`config.mk`:
```
export PLATFORM = sky130hd
export DESIGN_NAME = phy_path_timing
export DESIGN_NICKNAME = d
export VERILOG_FILES = /design/src/hw/phy_timing_pkg.sv /design/src/hw/bit_delay_line.sv /design/src/hw/phy_path_timing.sv
export VERILOG_INCLUDE_DIRS = /design/src /design/src/hw
export SDC_FILE = /design/constraint.sdc
export NUM_CORES = 1
export LEC_CHECK = 0
export BUFFER_PORTS_ARGS = -buffer_cell sky130_fd_sc_hd__clkbuf_2
export CAP_MARGIN = 10
export CORE_MARGIN = 3
export CORE_UTILIZATION = 45
export CTS_CLUSTER_DIAMETER = 200
export CTS_CLUSTER_SIZE = 16
export DETAILED_ROUTE_END_ITERATION = 16
export SETUP_SLACK_MARGIN = 0.3
export SKIP_CTS_REPAIR_TIMING = 1
export SLEW_MARGIN = 20
export SYNTH_ARGS = -nofsm -noshare
export SYNTH_HDL_FRONTEND = slang
export SYNTH_SLANG_ARGS = --single-unit
```
`constraint.sdc`:
```
create_clock -name clock -period 2.95 [get_ports clock]
set_input_delay 0.885 -clock clock [delete_from_list [all_inputs] [get_ports clock]]
set_output_delay 0.885 -clock clock [all_outputs]
set_load 0.02 [all_outputs]
```
`src/hw/phy_timing_regs.svh`:
```
// Purpose: Timing constants of the path latency and carrier block
// Assumes: 100 MHz core clock
// Notes: Figures in bit times unless the name says otherwise
`ifndef PHY_TIMING_REGS_SVH
`define PHY_TIMING_REGS_SVH

`define CLK_PERIOD_NS 10
`define BIT_NS_100M 10
`define BIT_NS_10M 100
`define BIT_CYC_100M 4'((`BIT_NS_100M) / (`CLK_PERIOD_NS))
`define BIT_CYC_10M 4'((`BIT_NS_10M) / (`CLK_PERIOD_NS))
`define NIBBLE_BITS 2'd3
`define TX_LAT_100M 3'd4
`define TX_LAT_10M_MII 3'd1
`define TX_LAT_SERIAL 3'd1
`define LINE_DELAY_DEPTH 4
`define DELIM_BITS 5
`define DELIM_J 5'h18
`define DELIM_T 5'h0d
`define CRS_ON_BITS 11
`define CRS_OFF_BITS 15
`define COL_OFF_BITS 12
`define CRS_ON_WAIT 4'((`CRS_ON_BITS) - (`DELIM_BITS) - 1)
`define CRS_OFF_WAIT 4'((`CRS_OFF_BITS) - (`DELIM_BITS) - 1)
`define COL_OFF_WAIT 4'((`COL_OFF_BITS) - (`DELIM_BITS) - 1)
`define POR_MIN_MS 109
`define POR_MAX_MS 200
`define POR_MS 150
`define POR_WAIT_CYCLES ((`POR_MS) * 1000000 / (`CLK_PERIOD_NS))

`endif

```
`src/hw/phy_timing_pkg.sv`:
```
// Purpose: Types shared by the path latency and carrier block
// Assumes: Constants come from phy_timing_regs.svh
// Notes: Types only
package phy_timing_pkg;
	// Interface mode selected by straps
	typedef enum logic [1:0] {IF_MII, IF_STREAM, IF_SERIAL} if_mode_t;
	// One line bit with its presence flag
	typedef struct packed {
		logic valid;
		logic data;
	} line_bit_t;
	// Transmit request from the MAC side
	typedef struct packed {
		logic en;
		logic er;
		logic [3:0] data;
	} mac_tx_t;
	// Receive delimiter tracker
	typedef enum logic [1:0] {RX_IDLE, RX_START, RX_FRAME, RX_END} rx_state_t;
endpackage : phy_timing_pkg

```
`src/hw/bit_delay_line.sv`:
```
// Purpose: Short delay line of line bits with a selectable tap
// Assumes: shift is a one-cycle pulse per bit time
// Notes: Output comes from a register; tap counts whole bit times, 1..4
`timescale 1ns/10ps
`default_nettype none
`include "phy_timing_regs.svh"

module bit_delay_line import phy_timing_pkg::*; (
	input wire logic clock,
	input wire logic arst_n,
	input wire logic shift,
	input wire logic [2:0] tap,
	input wire line_bit_t din,
	output line_bit_t dout
);
	line_bit_t stage_q [`LINE_DELAY_DEPTH]; // Bit history, newest first
	line_bit_t stage_d [`LINE_DELAY_DEPTH];
	line_bit_t dout_d;

	// Next values: move one place per bit time, pick the tap
	always_comb begin
		stage_d = stage_q;
		dout_d = dout;
		if (shift) begin
			stage_d[0] = din;
			for (int i = 1; i < `LINE_DELAY_DEPTH; i++) begin
				stage_d[i] = stage_q[i-1];
			end
			// Tap n: the bit leaves n whole bit times after it came in,
			// so the count starts at the capture tick itself
			if (tap <= 3'd1) begin
				dout_d = stage_q[0];
			end else begin
				dout_d = stage_q[tap[1:0] - 2'd1];
			end
		end
	end

	// Registers
	always_ff @(posedge clock or negedge arst_n) begin
		if (!arst_n) begin
			for (int i = 0; i < `LINE_DELAY_DEPTH; i++) begin
				stage_q[i] <= '0;
			end
			dout <= '0;
		end else begin
			stage_q <= stage_d;
			dout <= dout_d;
		end
	end
endmodule : bit_delay_line

`default_nettype wire

```
`src/hw/phy_path_timing.sv`:
```
// Purpose: Transmit and receive path latency, carrier and collision
// Assumes: One 100 MHz clock; all pins synchronised here
// Notes: Line is modelled as one bit per bit time, no coding
`timescale 1ns/10ps
`default_nettype none
`include "phy_timing_regs.svh"

module phy_path_timing import phy_timing_pkg::*; #(
	parameter int unsigned POR_CYCLES = `POR_WAIT_CYCLES
) (
	input wire logic clock,
	input wire logic arst_n,
	input wire logic speed_100,
	input wire logic full_duplex,
	input wire logic [1:0] if_mode,
	input wire logic mii_tx_en,
	input wire logic mii_tx_er,
	input wire logic [3:0] mii_txd,
	input wire logic serial_tx_data,
	input wire logic serial_tx_enable,
	input wire logic line_receive_pair,
	output logic tx_clock,
	output logic serial_tx_clock,
	output logic rx_clock,
	output logic [3:0] rxd,
	output logic rx_dv,
	output logic crs,
	output logic col,
	output logic line_transmit_pair,
	output logic line_transmit_enable,
	output logic reset_done
);
	// Every pin goes through two flops; only sync2_q is read
	logic [14:0] sync1_q, sync2_q;
	mac_tx_t mac_tx;
	if_mode_t mode;
	logic fast, fdx, ser_en, ser_bit, line_in;

	always_ff @(posedge clock or negedge arst_n) begin
		if (!arst_n) begin
			sync1_q <= '0;
			sync2_q <= '0;
		end else begin
			sync1_q <= {speed_100, full_duplex, if_mode, mii_tx_en, mii_tx_er,
				mii_txd, serial_tx_data, serial_tx_enable, line_receive_pair,
				2'b00};
			sync2_q <= sync1_q;
		end
	end

	assign fast = sync2_q[14];
	assign fdx = sync2_q[13];
	assign mode = (sync2_q[12:11] == 2'b11) ? IF_MII : if_mode_t'(sync2_q[12:11]);
	assign mac_tx = mac_tx_t'(sync2_q[10:5]);
	assign ser_bit = sync2_q[4];
	assign ser_en = sync2_q[3];
	assign line_in = sync2_q[2];

	// Power-on wait: clocks stay quiet until the count is done
	logic [27:0] por_cnt_q, por_cnt_d;
	logic reset_done_d;

	always_comb begin
		por_cnt_d = por_cnt_q;
		reset_done_d = reset_done;
		if (!reset_done) begin
			if (por_cnt_q == 28'(POR_CYCLES - 1)) begin
				reset_done_d = 1'b1;
			end else begin
				por_cnt_d = por_cnt_q + 28'h1;
			end
		end
	end

	always_ff @(posedge clock or negedge arst_n) begin
		if (!arst_n) begin
			por_cnt_q <= '0;
			reset_done <= 1'b0;
		end else begin
			por_cnt_q <= por_cnt_d;
			reset_done <= reset_done_d;
		end
	end

	// Timebase: one bit tick per line bit of the active speed
	logic serial;
	logic [3:0] cyc_q, cyc_d, bit_cyc;
	logic [1:0] nib_q, nib_d;
	logic bit_tick, capture, tx_clock_d, serial_tx_clock_d;

	assign serial = (mode == IF_SERIAL);
	// Serial interface only exists at 10M
	assign bit_cyc = (fast && !serial) ? `BIT_CYC_100M : `BIT_CYC_10M;
	assign bit_tick = reset_done && (cyc_q == bit_cyc - 4'h1);
	// Capture edge: start of each nibble, or each bit in serial mode
	assign capture = bit_tick && (serial || nib_q == `NIBBLE_BITS);

	always_comb begin
		cyc_d = bit_tick ? 4'h0 : (reset_done ? cyc_q + 4'h1 : 4'h0);
		nib_d = bit_tick ? nib_q + 2'h1 : nib_q;
		// Clock goes high on the capture edge and stays half a period
		tx_clock_d = reset_done && !serial && (nib_d < 2'd2);
		serial_tx_clock_d = reset_done && serial && (cyc_d < (bit_cyc >> 1));
	end

	always_ff @(posedge clock or negedge arst_n) begin
		if (!arst_n) begin
			cyc_q <= '0;
			nib_q <= '0;
			tx_clock <= 1'b0;
			serial_tx_clock <= 1'b0;
		end else begin
			cyc_q <= cyc_d;
			nib_q <= nib_d;
			tx_clock <= tx_clock_d;
			serial_tx_clock <= serial_tx_clock_d;
		end
	end

	// Receive clock runs with the transmit clock from the same divider
	assign rx_clock = tx_clock;

	// Transmit: serialise the captured nibble, then delay to the line
	logic [3:0] ser_q, ser_d;
	logic [1:0] left_q, left_d;
	logic tx_act_q, tx_act_d;
	line_bit_t tx_bit, line_bit;
	logic [2:0] tap;

	always_comb begin
		ser_d = ser_q;
		left_d = left_q;
		tx_act_d = tx_act_q;
		tx_bit = '0;
		if (capture) begin
			// Carrier from our own send follows the sampled enable
			tx_act_d = serial ? ser_en : mac_tx.en;
			if (serial && ser_en) begin
				tx_bit = '{valid: 1'b1, data: ser_bit};
			end else if (!serial && mac_tx.en) begin
				// First bit leaves on the capture tick itself
				tx_bit = '{valid: 1'b1, data: mac_tx.data[0]};
				ser_d = {1'b0, mac_tx.data[3:1]};
				left_d = 2'd3;
			end else begin
				left_d = 2'd0;
			end
		end else if (bit_tick && left_q != 2'd0) begin
			tx_bit = '{valid: 1'b1, data: ser_q[0]};
			ser_d = {1'b0, ser_q[3:1]};
			left_d = left_q - 2'd1;
		end
	end

	always_ff @(posedge clock or negedge arst_n) begin
		if (!arst_n) begin
			ser_q <= '0;
			left_q <= '0;
			tx_act_q <= 1'b0;
		end else begin
			ser_q <= ser_d;
			left_q <= left_d;
			tx_act_q <= tx_act_d;
		end
	end

	// Line delay chosen per mode; 100M sends exactly four bits late
	always_comb begin
		if (serial) begin
			tap = `TX_LAT_SERIAL;
		end else if (fast) begin
			tap = `TX_LAT_100M;
		end else begin
			tap = `TX_LAT_10M_MII;
		end
	end

	bit_delay_line u_tx_delay (
		.clock(clock),
		.arst_n(arst_n),
		.shift(bit_tick),
		.tap(tap),
		.din(tx_bit),
		.dout(line_bit)
	);

	assign line_transmit_pair = line_bit.data;
	assign line_transmit_enable = line_bit.valid;

	// Receive: five-bit history, delimiter tracking, carrier timing
	logic [4:0] hist_q, hist_d;
	rx_state_t st_q, st_d;
	logic [3:0] cnt_q, cnt_d, rxd_d;
	logic rx_crs_q, rx_crs_d, col_q, col_d, rx_dv_d;

	always_comb begin
		hist_d = bit_tick ? {hist_q[3:0], line_in} : hist_q;
		st_d = st_q;
		cnt_d = cnt_q;
		rx_crs_d = rx_crs_q;
		col_d = col_q;
		case (st_q)
			RX_IDLE: begin
				if (bit_tick && hist_d == `DELIM_J) begin
					st_d = RX_START;
					cnt_d = 4'h0;
				end
			end
			RX_START: begin
				if (bit_tick) begin
					cnt_d = cnt_q + 4'h1;
					if (cnt_q == `CRS_ON_WAIT) begin
						st_d = RX_FRAME;
						rx_crs_d = 1'b1;
						col_d = tx_act_q && !fdx;
					end
				end
			end
			RX_FRAME: begin
				// Our own send starting mid-frame is a collision too
				col_d = tx_act_q && !fdx;
				if (bit_tick && hist_d == `DELIM_T) begin
					st_d = RX_END;
					cnt_d = 4'h0;
				end
			end
			RX_END: begin
				if (bit_tick) begin
					cnt_d = cnt_q + 4'h1;
					if (cnt_q == `COL_OFF_WAIT) begin
						col_d = 1'b0;
					end
					if (cnt_q == `CRS_OFF_WAIT) begin
						st_d = RX_IDLE;
						rx_crs_d = 1'b0;
					end
				end
			end
			default: begin
				st_d = RX_IDLE;
			end
		endcase
		// Nibble handed out at the receive clock edge; the start
		// delimiter is handed out on the tick that completes it, since
		// waiting for the next nibble edge would blow the latency budget
		if (capture || (st_q == RX_IDLE && st_d == RX_START)) begin
			rxd_d = hist_d[3:0];
			rx_dv_d = (st_d != RX_IDLE);
		end else begin
			rxd_d = rxd;
			rx_dv_d = rx_dv;
		end
	end

	always_ff @(posedge clock or negedge arst_n) begin
		if (!arst_n) begin
			hist_q <= '0;
			st_q <= RX_IDLE;
			cnt_q <= '0;
			rx_crs_q <= 1'b0;
			col_q <= 1'b0;
			rxd <= '0;
			rx_dv <= 1'b0;
		end else begin
			hist_q <= hist_d;
			st_q <= st_d;
			cnt_q <= cnt_d;
			rx_crs_q <= rx_crs_d;
			col_q <= col_d;
			rxd <= rxd_d;
			rx_dv <= rx_dv_d;
		end
	end

	// Own send only raises carrier in half duplex
	assign crs = rx_crs_q || (!fdx && tx_act_q);
	assign col = col_q && !fdx;

	// Checks
	logic [4:0] since_j_q;
	always_ff @(posedge clock or negedge arst_n) begin
		if (!arst_n) begin
			since_j_q <= '0;
		end else if (st_q == RX_IDLE) begin
			since_j_q <= '0;
		end else if (bit_tick && since_j_q != 5'h1f) begin
			since_j_q <= since_j_q + 5'h1;
		end
	end

	carrier_on_tx_a: assert property (@(posedge clock) disable iff (!arst_n)
		capture && !serial && mac_tx.en && !fdx |=> crs)
		else $error("carrier late after send start");
	carrier_off_tx_a: assert property (@(posedge clock) disable iff (!arst_n)
		capture && !serial && !mac_tx.en && !fdx && !rx_crs_q && !rx_crs_d
		|=> !crs)
		else $error("carrier late after send end");
	fast_tx_lat_a: assert property (@(posedge clock) disable iff (!arst_n)
		capture && fast && !serial && mac_tx.en && !tx_act_q
		|-> ##5 $rose(line_transmit_enable))
		else $error("100M send latency not four bits");
	serial_tx_lat_a: assert property (@(posedge clock) disable iff (!arst_n)
		capture && serial && ser_en |-> ##[1:20] line_transmit_enable)
		else $error("serial bit late on line");
	crs_rx_on_a: assert property (@(posedge clock) disable iff (!arst_n)
		$rose(rx_crs_q) |-> since_j_q >= 5'd4 && since_j_q <= 5'd8)
		else $error("receive carrier outside window");
	col_on_a: assert property (@(posedge clock) disable iff (!arst_n)
		$rose(col) |-> st_q == RX_FRAME && tx_act_q)
		else $error("collision without overlap");
	crs_rx_off_a: assert property (@(posedge clock) disable iff (!arst_n)
		$fell(rx_crs_q) |-> $past(st_q) == RX_END && $past(cnt_q) == `CRS_OFF_WAIT)
		else $error("receive carrier dropped at wrong time");
	col_before_crs_a: assert property (@(posedge clock) disable iff (!arst_n)
		st_q == RX_IDLE |-> !col_q)
		else $error("collision outlives end window");
	por_quiet_a: assert property (@(posedge clock) disable iff (!arst_n)
		!reset_done |-> !tx_clock && !serial_tx_clock && !line_transmit_enable)
		else $error("clock before power-on wait done");
endmodule : phy_path_timing

`default_nettype wire

```
Yosys cells after proc, flatten, opt, wreduce, memory -nomap -nowiden
Index checks and enable logic that the tools add are counted.
{"block": "op_classes", "mux": 48, "reduce_logical": 33, "bitwise": 3, "magnitude_cmp": 4, "n_eq_ne": 24, "addsub": 7}
{"operator": "$mux W4", "count": 10}
{"operator": "$mux W2", "count": 19}
{"operator": "$add A28 B1 Y28 const B", "count": 1}
{"operator": "$eq A28 B24 Y1 const B", "count": 1}
{"operator": "$ne A2 B2 Y1 const B", "count": 8}
{"operator": "$logic_and A1 B1 Y1", "count": 15}
{"operator": "$pmux W4 S3", "count": 1}
{"operator": "$mux W1", "count": 11}
{"operator": "$eq A2 B2 Y1 const B", "count": 5}
{"operator": "$reduce_and A5 Y1", "count": 2}
{"operator": "$add A4 B1 Y4 const B", "count": 2}
{"operator": "$eq A4 B3 Y1 const B", "count": 2}
{"operator": "$pmux W2 S4", "count": 1}
{"operator": "$reduce_bool A2 Y1", "count": 4}
{"operator": "$mux W3", "count": 2}
{"operator": "$reduce_and A3 Y1", "count": 2}
{"operator": "$eq A5 B4 Y1 const B", "count": 1}
{"operator": "$eq A5 B5 Y1 const B", "count": 1}
{"operator": "$mux W5", "count": 1}
{"operator": "$bmux W2 S2", "count": 1}
{"operator": "$eq A2 B1 Y1 const B", "count": 2}
{"operator": "$eq A4 B4 Y1", "count": 1}
{"operator": "$eq A4 B4 Y1 const B", "count": 1}
{"operator": "$lt A4 B3 Y1", "count": 1}
{"operator": "17 further kinds", "count": 24}
{"block": "word_totals", "out_inout_bits": 13, "word_cells": 147, "ff_bits": 98, "inputBits": 15}

Depth between registers and ports, before layout
{"block": "logic_depth", "ltp_word": 17, "mapped_depth": 11, "depth_no_buf": 8}

Hierarchy
From an unflattened synthesis, not the netlist that was laid out.
{"block": "unflattened", "hier_cells": 364, "area_unflattened_um2": 4137.7}
{"mod": "phy_path_timing", "n_inst": 1, "cells_each": 333, "seq_area_each_um2": 2102.0, "area_each_um2": 3697.3}
{"mod": "bit_delay_line", "n_inst": 1, "cells_each": 31, "seq_area_each_um2": 250.2, "area_each_um2": 440.4}

Worst setup path after synthesis
No wires, ideal clock.
{"block": "synth_path", "kind": "register -> register", "from": "reg sync2_q[12]", "to": "reg serial_tx_clock", "stages_incl_launch_ff": 12, "period_less_slack_ns": 2.441, "path_slack_ns": 0.509, "setup_time_ns": 0.099, "t_arrival_ns": 2.342, "cell_sequence": "dfrtp_1 -> nor2b_4 -> buf_6 -> nor4b_4 -> o21ai_2 -> buf_2 -> buf_2 -> nand2_1 -> nor2_1 -> ha_1 -> or3_1 -> a311oi_1"}
{"block": "synth_between", "elab_chain_len": 12}
{"element": "from (decl)", "line": "phy_path_timing.sv:34", "source": "logic [14:0] sync1_q, sync2_q;"}
{"element": "from (signal assigned)", "line": "phy_path_timing.sv:47", "source": "sync2_q <= sync1_q;"}
{"element": "$eq A2 B2 Y1", "line": "phy_path_timing.sv:53", "source": "assign mode = (sync2_q[12:11] == 2'b11) ? IF_MII : if_mode_t'(sync2_q[12:11]);"}
{"element": "$mux W2 *", "line": "phy_path_timing.sv:53"}
{"element": "$eq A2 B2 Y1 *", "line": "phy_path_timing.sv:91", "source": "assign serial = (mode == IF_SERIAL);"}
{"element": "$logic_not A1 Y1 *", "line": "phy_path_timing.sv:93", "source": "assign bit_cyc = (fast && !serial) ? `BIT_CYC_100M : `BIT_CYC_10M;"}
{"element": "$logic_and A1 B1 Y1 *", "line": "phy_path_timing.sv:93"}
{"element": "$mux W4 (no line) *"}
{"element": "$sub A4 B1 Y4 *", "line": "phy_path_timing.sv:94", "source": "assign bit_tick = reset_done && (cyc_q == bit_cyc - 4'h1);"}
{"element": "$eq A4 B4 Y1 *", "line": "phy_path_timing.sv:94"}
{"element": "$logic_and A1 B1 Y1 *", "line": "phy_path_timing.sv:94"}
{"element": "$mux W4 *", "line": "phy_path_timing.sv:99", "source": "cyc_d = bit_tick ? 4'h0 : (reset_done ? cyc_q + 4'h1 : 4'h0);"}
{"element": "net cyc_d[2]", "line": "phy_path_timing.sv:87", "source": "logic [3:0] cyc_q, cyc_d, bit_cyc;"}
{"element": "$lt A4 B3 Y1 *", "line": "phy_path_timing.sv:103", "source": "serial_tx_clock_d = reset_done && serial && (cyc_d < (bit_cyc >> 1));"}
{"element": "$logic_and A1 B1 Y1 *", "line": "phy_path_timing.sv:103"}
{"element": "net serial_tx_clock_d", "line": "phy_path_timing.sv:89", "source": "logic bit_tick, capture, tx_clock_d, serial_tx_clock_d;"}
{"element": "to (signal assigned)", "line": "phy_path_timing.sv:116", "source": "serial_tx_clock <= serial_tx_clock_d;"}
{"element": "to (decl)", "line": "phy_path_timing.sv:23", "source": "output logic serial_tx_clock,"}
Mark *: on every way through the listed nets, which the timed path passes. The rest lies on a longest branch.
A chain may end at the register's enable or synchronous reset.

Final worst setup path
{"block": "layout_path", "from": "reg sync2_q[11]", "to": "reg serial_tx_clock"}
The elaborated chain is that of the path after synthesis.

==> implementation parameters <==
Parameter                              Value

Logic synthesis
  Average cell area after synthesis    11.2 sq um
  Post-synthesis instance total    367
  Synthesis-stage register bit count    94
  Synth async-reset ratio    1.00
  Nets in the synthesized netlist    394
  Netlist area before placement    4110 sq um
  Yosys synthesis warning count    0
  Sequential element share of the synthesized area    0.572
  Count of different cell masters after synthesis    54
  Number of enable flip-flop cells after synthesis    0
  Top FF cell, synth    sky130_fd_sc_hd__dfrtp_1

Placement
  Detailed-placement wirelength estimate    4.96 mm
  Final estimated routing congestion in global placement    0.827
  Number of I/O port buffers    26

Route
  Via/cell ratio    5.26
  1st-pass router iterations    4
  Number of DRC violations after detailed-routing iteration 0    116
  Total vias in the final route    2,682
  Final routed DRC violation total    0
  Antenna Violating Nets Remaining    0
  Detailed-route wire length    7.17 mm
  WL/cell    14.1 um

Cells and area
  Post-synthesis to final-layout area growth    11.1%
  Fraction of layout instances using a drive strength above 1    0.157
  Final #Nets    424
  Diodes inserted    0
  Fill cell count    782
  Multi-input logic area    1650 sq um
  Sequential cell area    2350 sq um

Worst setup path
  FF-to-FF path depth    8
  CP Data Required Time    3.21 ns
  Register-to-register setup slack    0.54 ns
  Worst R2R End    serial_tx_clock$_DFF_PN0_
  CP max FO    9
  Crit start category    register
  Reg2Reg Launch Point    sync2_q[11]$_DFF_PN0_
  Critical path endpoint    serial_tx_clock$_DFF_PN0_
  Worst Setup End Kind    register
  Path type of the worst setup path    register to register
  Worst Setup SP    sync2_q[11]$_DFF_PN0_
  CP Data Arrival Time    2.68 ns

STA
  Clock period minus worst slack    2.41 ns
  Final Hold Fails    0
  Final critical-path share of the clock period    0.818
  Layout Skew    0.0128 ns
  Final total negative setup slack    0 ns
  Relative slew slack    0.518
  Final setup viols    0
  Unrepaired setup endpoints after global routing    false
  Transition time at the pin with the least slew margin    0.715 ns
  Timing-limited maximum frequency    415 MHz
  Max Transition Viols Final    0

Power and ir drop
  Final Power    2.23 mW
  Worst VDD drop    0.000277 V
  Pwr per Cell Area    489 nW/um^2
  Static power due to leakage    2.18 nW

Global routing
  Antenna violations before repair    0
  Maximum number of pins on one net before global-route repair    74
  Residual overflow from global routing    0
  Wire length of the first global-routing pass    12.6 mm
  Via count of the first global-routing pass    2,651
  Total Routing Usage GR    0.155

Clock network
  Clock transition at the registers of the reported paths    0.10 ns
  Sinks on Clock Net    94
  Maximum root-to-sink buffer count    2
  TritonCTS buffer count    9
  CTS tree    done
  Root buf cell    sky130_fd_sc_hd__clkbuf_8
  Clock insertion delay at the later pin of the skew report    0.36 ns
  # H-tree levels    3

Floorplanning
  Initial core utilization    0.467
  Die boundary height    102 um
  Number of standard-cell rows in the floorplan    34
  Horiz. Die Dim    102 um
  Placeable core region    8810 sq um
  Number of top-level design ports    28
  Die area    10,300 sq um

Hold path
  Worst min-delay path class    register to register
  Beginning of the worst hold path    sync1_q[12]$_DFF_PN0_

Outcome
  Status    complete, no violations

Job
  Max capacitance violation total    0
==> state kept, by name (all words and copies together), names as in the netlist <==
signal              cells
reset_done              1
cnt_q                   4
u_tx_delay.stage_q      8
serial_tx_clock         1
rx_dv                   1
hist_q                  4
sync1_q                12
sync2_q                12
rxd                     4
rx_clock                1
cyc_q                   4
col_q                   1
left_q                  2
st_q                    2
rx_crs_q                1
tx_act_q                1
por_cnt_q              28
ser_q                   3
u_tx_delay.dout         2
nib_q                   2
==> worst min-delay path by stage <==
stage                     cells past startpoint                    end  slack (ns)
final                                         0  sync2_q[12]$_DFF_PN0_        0.35
after global routing                          0  sync2_q[10]$_DFF_PN0_        0.36
after CTS                                     0  sync2_q[10]$_DFF_PN0_        0.36
after detailed placement                      0  sync2_q[11]$_DFF_PN0_        0.33
after global placement                        0   sync2_q[7]$_DFF_PN0_        0.33
after floorplan                               0  sync2_q[10]$_DFF_PN0_        0.33
==> cell usage in the layout (no fill, tap or decap), types with 11 or more instances in the layout <==
cell / netlist / final
sky130_fd_sc_hd__and3_1: 11 / 11
sky130_fd_sc_hd__clkbuf_2: 0 / 25
sky130_fd_sc_hd__dfrtp_1: 94 / 94
sky130_fd_sc_hd__ha_1: 12 / 12
sky130_fd_sc_hd__inv_1: 12 / 12
sky130_fd_sc_hd__nand2_1: 59 / 59
sky130_fd_sc_hd__nand3_1: 20 / 20
sky130_fd_sc_hd__nor2_1: 16 / 16
sky130_fd_sc_hd__o21ai_0: 14 / 14
sky130_fd_sc_hd__xnor2_1: 27 / 27
==> cell usage after synthesis, types with 2 or more instances <==
library cell | instances | area (sq um)
sky130_fd_sc_hd__and2_1 | 2 | 12.5
sky130_fd_sc_hd__a21o_1 | 2 | 15.0
sky130_fd_sc_hd__mux2_2 | 6 | 67.6
sky130_fd_sc_hd__nor2_1 | 16 | 60.1
sky130_fd_sc_hd__o21a_1 | 2 | 15.0
sky130_fd_sc_hd__nand4_1 | 8 | 50.1
sky130_fd_sc_hd__xor2_1 | 3 | 26.3
sky130_fd_sc_hd__a41oi_1 | 2 | 17.5
sky130_fd_sc_hd__and3_1 | 11 | 68.8
sky130_fd_sc_hd__buf_2 | 5 | 25.0
sky130_fd_sc_hd__nand2b_1 | 4 | 25.0
sky130_fd_sc_hd__o2111ai_1 | 3 | 26.3
sky130_fd_sc_hd__nand2_1 | 59 | 221
sky130_fd_sc_hd__ha_1 | 12 | 150
sky130_fd_sc_hd__o21bai_1 | 2 | 15.0
sky130_fd_sc_hd__a22o_1 | 4 | 35.0
sky130_fd_sc_hd__buf_4 | 2 | 15.0
sky130_fd_sc_hd__mux2i_1 | 4 | 40.0
sky130_fd_sc_hd__o21ai_0 | 14 | 70.1
sky130_fd_sc_hd__inv_1 | 12 | 45.0
sky130_fd_sc_hd__nor2b_1 | 5 | 31.3
sky130_fd_sc_hd__xnor2_1 | 27 | 236
sky130_fd_sc_hd__or3_1 | 3 | 18.8
sky130_fd_sc_hd__dfrtp_1 | 94 | 2350
sky130_fd_sc_hd__clkbuf_1 | 3 | 11.3
sky130_fd_sc_hd__a21oi_1 | 8 | 40.0
sky130_fd_sc_hd__nor3_1 | 7 | 35.0
sky130_fd_sc_hd__nand3_1 | 20 | 100
sky130_fd_sc_hd__and4_1 | 2 | 17.5
==> cell type report <==
| cell class | count | area share |
|---|---|---|
| Clock buffer | 9 | 0.0271 |
| Clock inverter | 7 | 0.0173 |
| Inverter | 12 | 0.00987 |
| Multi-Input combinational cell | 249 | 0.361 |
| Sequential cell | 94 | 0.515 |
| Tap cell | 108 | 0.0296 |
| Timing Repair Buffer | 31 | 0.0400 |
==> routing by layer <==
layer  wire length [um]  track usage  part of all wire
met1               3600        0.224              0.50
met3                222       0.0365             0.031
met2               3230        0.227              0.45
met4                113       0.0603             0.016
met5                  0            0                 0
==> report_power, final <==
| group | leakage (nW) | total [mW] | internal, mW | switching, mW |
|---|---|---|---|---|
| clock network | 0.0982 | 0.870 | 0.402 | 0.468 |
| registers | 1.24 | 1.31 | 1.30 | 0.00779 |
| logic | 0.836 | 0.0487 | 0.0146 | 0.0341 |
| total | 2.18 | 2.23 | 1.72 | 0.510 |
==> per-stage QoR <==
step                cell area (sq um)  cells  setup slack, ns  hold WS, ns  utilization
floorplan                        4110    367            0.509        0.331            -
global placement                 4360    494            0.567        0.332        0.495
detailed placement               4360    494            0.541        0.335        0.495
CTS                              4560    510            0.511        0.358        0.518
global route                     4560    510            0.350        0.364        0.518
finish                           4560    510            0.537        0.354        0.518
==> cells by family after synthesis <==
kind of cell	synth area share
xor gates and xnor gates	0.0639
muxes	0.0262
adders and majority gates	0.0365
DFF	0.572
and+or+nand+nor	0.183
buffers and inverters	0.0271
AOI/OAI and AO/OA	0.0907
==> worst max-delay path, stage by stage (launching register included) <==
cell and delay [ns]:
sky130_fd_sc_hd__dfrtp_1 0.41, sky130_fd_sc_hd__nand2b_1 0.29, sky130_fd_sc_hd__a21oi_2 0.42, sky130_fd_sc_hd__o21ai_2 0.19, sky130_fd_sc_hd__nand2_1 0.13, sky130_fd_sc_hd__nor2_1 0.06
sky130_fd_sc_hd__ha_1 0.18, sky130_fd_sc_hd__or3_1 0.36, sky130_fd_sc_hd__a311oi_1 0.26
(Power assumes the default switching activity.)
